File: src/hdl/mstx_pkg.sv
// package of constants and types for the skip, table and xor execution block
package mstx_pkg;

  // ----------------------------------------------------------------
  // widths
  // ----------------------------------------------------------------
  localparam int unsigned MSTX_DW = 8;
  localparam int unsigned MSTX_PCW = 13;
  localparam int unsigned MSTX_PAGEW = 5;
  localparam int unsigned MSTX_BITW = 3;
  localparam int unsigned MSTX_ROMW = 16;
  localparam int unsigned MSTX_NIBW = 4;

  // ----------------------------------------------------------------
  // operation codes presented by the core's decoder
  // ----------------------------------------------------------------
  typedef enum logic [3:0] {
    MSTX_OP_NONE = 4'h0,
    MSTX_OP_NIBBLE_EXCHANGE_TO_ACC = 4'h1,
    MSTX_OP_SKIP_WHEN_NIL = 4'h2,
    MSTX_OP_COPY_SKIP_NIL = 4'h3,
    MSTX_OP_SKIP_WHEN_BIT_CLR = 4'h4,
    MSTX_OP_SKIP_WHEN_BIT_SET = 4'h5,
    MSTX_OP_TABLE_FETCH_THIS_PAGE = 4'h6,
    MSTX_OP_TABLE_FETCH_FINAL_PAGE = 4'h7,
    MSTX_OP_XOR_ACC_MEM = 4'h8,
    MSTX_OP_EXCLUSIVE_OR_TO_MEM = 4'h9,
    MSTX_OP_XOR_ACC_IMM = 4'ha
  } mstx_op_t;

  // ----------------------------------------------------------------
  // sequencer states, one-hot
  // ----------------------------------------------------------------
  typedef enum logic [2:0] {
    MSTX_ST_EXEC = 3'h1,
    MSTX_ST_DUMMY = 3'h2,
    MSTX_ST_TABLE = 3'h4
  } mstx_state_t;

  // ----------------------------------------------------------------
  // constants
  // ----------------------------------------------------------------
  localparam logic [MSTX_DW-1:0] MSTX_ZERO = 8'h00;
  localparam logic [MSTX_PAGEW-1:0] MSTX_LAST_PAGE_HI = 5'h1f;
  localparam logic [MSTX_DW-1:0] MSTX_ACC_RST = 8'h00;
  localparam logic [MSTX_DW-1:0] MSTX_TBH_RST = 8'h00;

endpackage : mstx_pkg

File: src/hdl/mstx_exec.sv
// execution unit for nibble exchange, nil skips, bit skips, table fetch and xor
module mstx_exec (
  // clock and reset
  input wire logic clk,
  input wire logic rst_n,
  input wire logic clk_en,
  // instruction from decoder
  input wire logic op_valid,
  input wire mstx_pkg::mstx_op_t op,
  input wire logic [mstx_pkg::MSTX_DW-1:0] mem_rdata,
  input wire logic [mstx_pkg::MSTX_DW-1:0] imm,
  input wire logic [mstx_pkg::MSTX_BITW-1:0] bit_sel,
  input wire logic [mstx_pkg::MSTX_PCW-1:0] pc,
  input wire logic [mstx_pkg::MSTX_DW-1:0] table_index_reg,
  // program rom read port
  input wire logic [mstx_pkg::MSTX_ROMW-1:0] rom_rdata,
  output logic rom_re,
  output logic [mstx_pkg::MSTX_PCW-1:0] rom_addr,
  // data memory write port
  output logic mem_we,
  output logic [mstx_pkg::MSTX_DW-1:0] mem_wdata,
  // architectural state
  output logic [mstx_pkg::MSTX_DW-1:0] acc,
  output logic [mstx_pkg::MSTX_DW-1:0] table_upper_byte_reg,
  output logic zero_flag,
  // pipeline control
  output logic discard_prefetch,
  output logic busy
);
  import mstx_pkg::*;

  // ----------------------------------------------------------------
  // state
  // ----------------------------------------------------------------
  typedef struct packed {
    mstx_state_t st;
    logic [MSTX_DW-1:0] acc;
    logic [MSTX_DW-1:0] tbh;
    logic z;
    logic rom_re;
    logic [MSTX_PCW-1:0] rom_addr;
    logic mem_we;
    logic [MSTX_DW-1:0] mem_wdata;
    logic discard;
    logic busy;
  } mstx_regs_t;

  mstx_regs_t r_q;
  mstx_regs_t r_d;

  // alu results, all combinational from the current operands
  logic [MSTX_DW-1:0] swapped;
  logic [MSTX_DW-1:0] xor_mem;
  logic [MSTX_DW-1:0] xor_imm;
  logic mem_nil;
  logic xor_mem_nil;
  logic xor_imm_nil;
  logic bit_val;

  // ----------------------------------------------------------------
  // data path
  // ----------------------------------------------------------------
  mstx_alu u_alu (
    .acc(r_q.acc),
    .mem(mem_rdata),
    .imm(imm),
    .bit_sel(bit_sel),
    .swapped(swapped),
    .xor_mem(xor_mem),
    .xor_imm(xor_imm),
    .mem_nil(mem_nil),
    .xor_mem_nil(xor_mem_nil),
    .xor_imm_nil(xor_imm_nil),
    .bit_val(bit_val)
  );

  // table address: page bits from pc or forced to the last page, offset from index
  function automatic logic [MSTX_PCW-1:0] table_addr(input logic last,
                                                     input logic [MSTX_PCW-1:0] p,
                                                     input logic [MSTX_DW-1:0] idx);
    logic [MSTX_PAGEW-1:0] page;
    // the last page is the top of the rom, whatever page the fetch runs in
    page = last ? MSTX_LAST_PAGE_HI : p[MSTX_PCW-1:MSTX_DW];
    return {page, idx};
  endfunction : table_addr

  // ----------------------------------------------------------------
  // next state
  // ----------------------------------------------------------------
  // strobes default low so each write or discard lasts exactly one enabled cycle
  always_comb begin
    r_d = r_q;
    r_d.rom_re = 1'b0;
    r_d.mem_we = 1'b0;
    r_d.discard = 1'b0;
    r_d.busy = 1'b0;
    case (r_q.st)
      MSTX_ST_EXEC: begin
        if (op_valid) begin
          case (op)
            // accumulator loads leave the zero flag alone
            MSTX_OP_NIBBLE_EXCHANGE_TO_ACC: begin
              r_d.acc = swapped;
            end
            // a taken skip drops the prefetched word and spends one dummy cycle
            MSTX_OP_SKIP_WHEN_NIL: begin
              if (mem_nil) begin
                r_d.discard = 1'b1;
                r_d.busy = 1'b1;
                r_d.st = MSTX_ST_DUMMY;
              end
            end
            MSTX_OP_COPY_SKIP_NIL: begin
              r_d.acc = mem_rdata;
              if (mem_nil) begin
                r_d.discard = 1'b1;
                r_d.busy = 1'b1;
                r_d.st = MSTX_ST_DUMMY;
              end
            end
            MSTX_OP_SKIP_WHEN_BIT_CLR: begin
              if (!bit_val) begin
                r_d.discard = 1'b1;
                r_d.busy = 1'b1;
                r_d.st = MSTX_ST_DUMMY;
              end
            end
            MSTX_OP_SKIP_WHEN_BIT_SET: begin
              if (bit_val) begin
                r_d.discard = 1'b1;
                r_d.busy = 1'b1;
                r_d.st = MSTX_ST_DUMMY;
              end
            end
            MSTX_OP_TABLE_FETCH_THIS_PAGE, MSTX_OP_TABLE_FETCH_FINAL_PAGE: begin
              // rom port is shared with fetch, so the access costs a second cycle
              r_d.rom_re = 1'b1;
              r_d.rom_addr = table_addr(op == MSTX_OP_TABLE_FETCH_FINAL_PAGE, pc,
                                        table_index_reg);
              r_d.busy = 1'b1;
              r_d.st = MSTX_ST_TABLE;
            end
            // xor family: the zero flag follows the result as well
            MSTX_OP_XOR_ACC_MEM: begin
              r_d.acc = xor_mem;
              r_d.z = xor_mem_nil;
            end
            MSTX_OP_EXCLUSIVE_OR_TO_MEM: begin
              r_d.mem_we = 1'b1;
              r_d.mem_wdata = xor_mem;
              r_d.z = xor_mem_nil;
            end
            MSTX_OP_XOR_ACC_IMM: begin
              r_d.acc = xor_imm;
              r_d.z = xor_imm_nil;
            end
            default: begin
              // unknown codes do nothing, so a stray decode cannot corrupt state
            end
          endcase
        end
      end
      // dummy cycle: nothing executes, the decoder refetches
      MSTX_ST_DUMMY: begin
        r_d.st = MSTX_ST_EXEC;
      end
      // rom word is back: split it between memory and the upper byte register
      MSTX_ST_TABLE: begin
        r_d.mem_we = 1'b1;
        r_d.mem_wdata = rom_rdata[MSTX_DW-1:0];
        r_d.tbh = rom_rdata[MSTX_ROMW-1:MSTX_DW];
        r_d.st = MSTX_ST_EXEC;
      end
      default: begin
        r_d.st = MSTX_ST_EXEC;
      end
    endcase
  end

  // ----------------------------------------------------------------
  // registers
  // ----------------------------------------------------------------
  // clock enable freezes everything, including the one-cycle strobes
  always_ff @(posedge clk or negedge rst_n) begin
    if (!rst_n) begin
      r_q <= '{st: MSTX_ST_EXEC,
               acc: MSTX_ACC_RST,
               tbh: MSTX_TBH_RST,
               z: 1'b0,
               rom_re: 1'b0,
               rom_addr: '0,
               mem_we: 1'b0,
               mem_wdata: '0,
               discard: 1'b0,
               busy: 1'b0};
    end else if (clk_en) begin
      r_q <= r_d;
    end
  end

  // outputs straight from flip-flops
  assign rom_re = r_q.rom_re;
  assign rom_addr = r_q.rom_addr;
  assign mem_we = r_q.mem_we;
  assign mem_wdata = r_q.mem_wdata;
  assign acc = r_q.acc;
  assign table_upper_byte_reg = r_q.tbh;
  assign zero_flag = r_q.z;
  assign discard_prefetch = r_q.discard;
  assign busy = r_q.busy;

endmodule : mstx_exec

File: src/hdl/mstx_alu.sv
// combinational data path: nibble exchange, xor, bit select and nil tests
module mstx_alu
  import mstx_pkg::*;
(
  // operands
  input wire logic [mstx_pkg::MSTX_DW-1:0] acc,
  input wire logic [mstx_pkg::MSTX_DW-1:0] mem,
  input wire logic [mstx_pkg::MSTX_DW-1:0] imm,
  input wire logic [mstx_pkg::MSTX_BITW-1:0] bit_sel,
  // results
  output logic [mstx_pkg::MSTX_DW-1:0] swapped,
  output logic [mstx_pkg::MSTX_DW-1:0] xor_mem,
  output logic [mstx_pkg::MSTX_DW-1:0] xor_imm,
  output logic mem_nil,
  output logic xor_mem_nil,
  output logic xor_imm_nil,
  output logic bit_val
);

  // zero test, shared by the skip and the flag logic
  function automatic logic is_nil(input logic [MSTX_DW-1:0] v);
    return v == MSTX_ZERO;
  endfunction : is_nil

  // pure combinational results
  always_comb begin
    swapped = {mem[MSTX_NIBW-1:0], mem[MSTX_DW-1:MSTX_NIBW]};
    xor_mem = acc ^ mem;
    xor_imm = acc ^ imm;
    mem_nil = is_nil(mem);
    xor_mem_nil = is_nil(xor_mem);
    xor_imm_nil = is_nil(xor_imm);
    bit_val = mem[bit_sel];
  end

endmodule : mstx_alu

File: config.mk
export PLATFORM = sky130hd
export DESIGN_NAME = mstx_exec
export DESIGN_NICKNAME = d
export VERILOG_FILES = /design/src/hdl/mstx_pkg.sv /design/src/hdl/mstx_exec.sv /design/src/hdl/mstx_alu.sv
export SDC_FILE = /design/constraint.sdc
export NUM_CORES = 1
export LEC_CHECK = 0
export ABC_AREA = 1
export BUFFER_PORTS_ARGS = -buffer_cell sky130_fd_sc_hd__buf_2
export CAP_MARGIN = 20
export CORE_ASPECT_RATIO = 1.4
export CORE_MARGIN = 2
export CORE_UTILIZATION = 45
export CTS_BUF_LIST = sky130_fd_sc_hd__clkbuf_16
export DETAILED_ROUTE_END_ITERATION = 10
export GPL_TIMING_DRIVEN = 0
export HOLD_SLACK_MARGIN = 0.05
export PLACE_DENSITY = 0.74
export SETUP_SLACK_MARGIN = 0.1
export SLEW_MARGIN = 10
export SYNTH_ARGS = -nofsm -noshare
export SYNTH_HDL_FRONTEND = slang
export SYNTH_SLANG_ARGS = --single-unit
File: constraint.sdc
create_clock -name clk -period 1.9 [get_ports clk]
set_input_delay 0.095 -clock clk [delete_from_list [all_inputs] [get_ports clk]]
set_output_delay 0.095 -clock clk [all_outputs]
set_load 0.01 [all_outputs]
==> reports/metrics.csv <==
stage;metric;value;unit
power_and_ir_drop;peak supply drop;0.538;mV
routing;Routed Antenna Nets;0;
global_routing;largest net degree at the start of global routing;46;
setup_path;worst setup path category;reg -> reg;
global_routing;initial antenna violation count;0;
setup_path;FF-to-FF path depth;10;
logic_synthesis;Avg Cell Area, Syn;7.50;um2
setup_path;critical register-to-register path startpoint;r_q[42];
routing;Wirelength per Cell;12.8;um
floorplanning;CORE AREA;6250;um2
clock_tree;CTS max path bufs;2;
place;dpl cell area;3500;um2
clock_tree;CTS HTree Levels;2;
timing;f_max;607;MHz
setup_path;R2R Setup Slk;0.25;ns
worst_hold_path;Hold Path Depth;3;
setup_path;WP buf/inv;3;
setup_path;worst-path cell chain;inv_1 > nor2_2 > nand2_2 > nor2_8 > nand2_4 > nor2_4 > inv_2 > buf_6 > nand2_1 > nand2_1;
logic_synthesis;Syn Std Cell Area;2930;um2
global_routing;Total Routing Usage GR;0.222;
setup_path;slowest stage delay, CP;0.54;ns
setup_path;RR Endpoint;rom_addr[7];
logic_synthesis;ranking of synthesized cells by area;dfrtp_1 (38%), nand2_1 (16%), buf_4 (9.7%);
clock_tree;CTS Sinks;45;
setup_path;CP endpoint kind;flip-flop;
routing;Vias;2920;
floorplanning;starting density of the core;0.468;
timing;endpoints failing setup;0;
floorplanning;num rows;34;
place;port buffer count;97;
clock_tree;CTS buffer count;5;
logic_synthesis;Post-Synth Simple-Gate Area;0.320;
logic_synthesis;Synth top area share;0.376;
routing;1st-pass router iterations;4;
setup_path;Worst path top cell family by delay;simple AND/OR/NAND/NOR gates;
routing;DRC viols;0;
logic_synthesis;top cells by count, synth;nand2_1 (128), dfrtp_1 (44), buf_4 (38);
floorplanning;overall die width;72.2;um
logic_synthesis;sequential area share after synthesis;0.385;
worst_hold_path;Min-Delay Path Class;in -> reg;
power_and_ir_drop;P_leak;2.17;nW
setup_path;critical path arrival;1.82;ns
layout;Design Area, Final;3900;um2
global_routing;first-pass GRT wire length;12.8;mm
clock_tree;clock root cell;clkbuf_16;
setup_path;Worst Path Required;2.07;ns
logic_synthesis;top_reg_cell synth;dfrtp_1;
timing;max-slew violations;0;
timing;Slew @ Worst Pin;0.599;ns
timing;Setup WS post-layout;0.253;ns
setup_path;CP Depth;10;
logic_synthesis;largest area contributor in the netlist;dfrtp_1;
logic_synthesis;Post-Synth Adder-Cell Area;0;
setup_path;crit path to;rom_addr[7];
logic_synthesis;syn_nets;454;
timing;Hold Fails Final Rpt;0;
logic_synthesis;post-synthesis mux area share;0;
timing;period utilization;0.867;
global_routing;vias in the first global route;2914;
layout;area grow syn2layout;33.3;%
timing;worst rel slew slack;0.599;
layout;n_diodes;0;
logic_synthesis;Post-synth EDFFs;0;
routing;vias per inst;4.92;
logic_synthesis;Synth Register Bits;45;
timing;post-layout min period;1.65;ns
clock_tree;clock slew at reported path FFs;0.06;ns
routing;final WL;7.58;mm
logic_synthesis;Compound-Gate Fraction of Synth Area;0.0894;
timing;setup_tns;0;ns
logic_synthesis;post-synthesis xor/xnor area fraction;0.0479;
layout;max reg flops;13;
timing;RSZ-0062 raised after global routing;false;
floorplanning;Boundary Pins;106;
place;pre-CTS WS;0.156;ns
setup_path;Most common cell on crit path;nand2_1;
layout;layout cell share with drive strength beyond 1;0.344;
place;Final HPWL DP;5.60;mm
place;routability cong.;0.908;
floorplanning;Die ar.;7170;um2
logic_synthesis;fraction of registers with async set/reset;1.00;
power_and_ir_drop;P per Cell Area;1230;nW/um2
setup_path;CP Launch Point;r_q[42];
logic_synthesis;Yosys cell types;30;
run;max cap viols;0;
layout;Final nets;584;
logic_synthesis;Syn Inst Count;390;
setup_path;critical path startpoint category;flip-flop;
logic_synthesis;yosys warns;0;
routing;DRT iter0 DRCs;110;
logic_synthesis;largest family of logic cells by synthesized area;simple AND/OR/NAND/NOR gates;
setup_path;crit-path max FO;10;
clock_tree;worst skew pair latency;0.29;ns
clock_tree;TritonCTS clock tree;yes;
setup_path;Crit-path slowest cell;dfstp_2;
timing;Fin Clk Skew;0.00872;ns
floorplanning;Die Ht;99.4;um
outcome;status;completed;
global_routing;Congestion Overflow GR;0;
power_and_ir_drop;Tot Pwr;4.80;mW
logic_synthesis;count leader, synth;nand2_1;
==> worst min-delay path by stage <==
stage | startpoint | to
2_1_floorplan | rst_n | acc[0]
3_5_place_dp | table_index_reg[4] | rom_addr[4]
6_report | pc[9] | rom_addr[9]
5_1_grt | pc[9] | rom_addr[9]
3_3_place_gp | table_index_reg[1] | rom_addr[1]
4_1_cts | pc[8] | rom_addr[8]
==> cells by family after synthesis <==
logic type                count (synthesis)
DFF                                      45
AOI/OAI and AO/OA                        43
buffers and inverters                    77
xor gates and xnor gates                 16
and+or+nand+nor                         209
==> where the power goes <==
part	internal [mW]	leakage [nW]	switching, mW
Clock	0.477	0.0724	0.349
Sequential	1.38	0.575	0.296
Combinational	1.20	1.53	1.10
==> through the flow <==
| stage | std cells | utilization | hold slack, ns |
|---|---|---|---|
| floorplan | 390 | - | -0.201 |
| global placement | 559 | 0.560 | 0.297 |
| detailed placement | 559 | 0.560 | 0.300 |
| CTS | 586 | 0.613 | 0.0550 |
| global route | 593 | 0.624 | 0.0744 |
| finish | 593 | 0.624 | 0.0578 |
==> worst register-to-register path, delay by kind of cell (launching register included) <==
kind | cells | cell delay (ns)
buffers and inverters | 3 | 0.28
DFF | 1 | 0.54
and+or+nand+nor | 7 | 0.72
==> layout make-up <==
type / count / area [um2]
Sequential cell: 45 / 1130
Inverter: 36 / 138
Clock buffer: 5 / 125
Clock inverter: 3 / 15.0
Multi-Input combinational cell: 268 / 1340
Buffer: 41 / 323
Fill cell: 563 / 2350
Tap cell: 72 / 90.1
Timing Repair Buffer: 123 / 741
==> per-layer routing <==
metal | up-vias | track usage | part of all wire
met4 | 0 | 0.110 | 0.029
met2 | 113 | 0.394 | 0.51
met5 | - | 0 | 0
met3 | 17 | 0.0375 | 0.063
li1 | 1469 | - | -
met1 | 1321 | 0.251 | 0.39
==> repair_timing <==
item / 4_1_cts / 5_1_grt
hold endpoints to repair: 62 / 0
resized for setup: 0 / 1
setup endpoints to repair: 0 / 25
hold buffers: 19 / 0
buffers inserted: 0 / 6
==> cells in the final DEF (no fill, tap or decap), types with 3 or more instances in the layout <==
cell type,instances
a31oi_1,7
buf_2,97
buf_4,44
clkbuf_16,5
dfrtp_1,44
dlygate4sd3_1,19
inv_1,29
inv_2,8
nand2_1,128
nand3_1,22
nand4_1,5
nor2_1,32
nor2_2,7
nor3_1,5
o211ai_1,8
o21ai_0,16
o21ai_1,8
xnor2_1,3
xor2_1,13
Power figures use the tool's default switching activity.
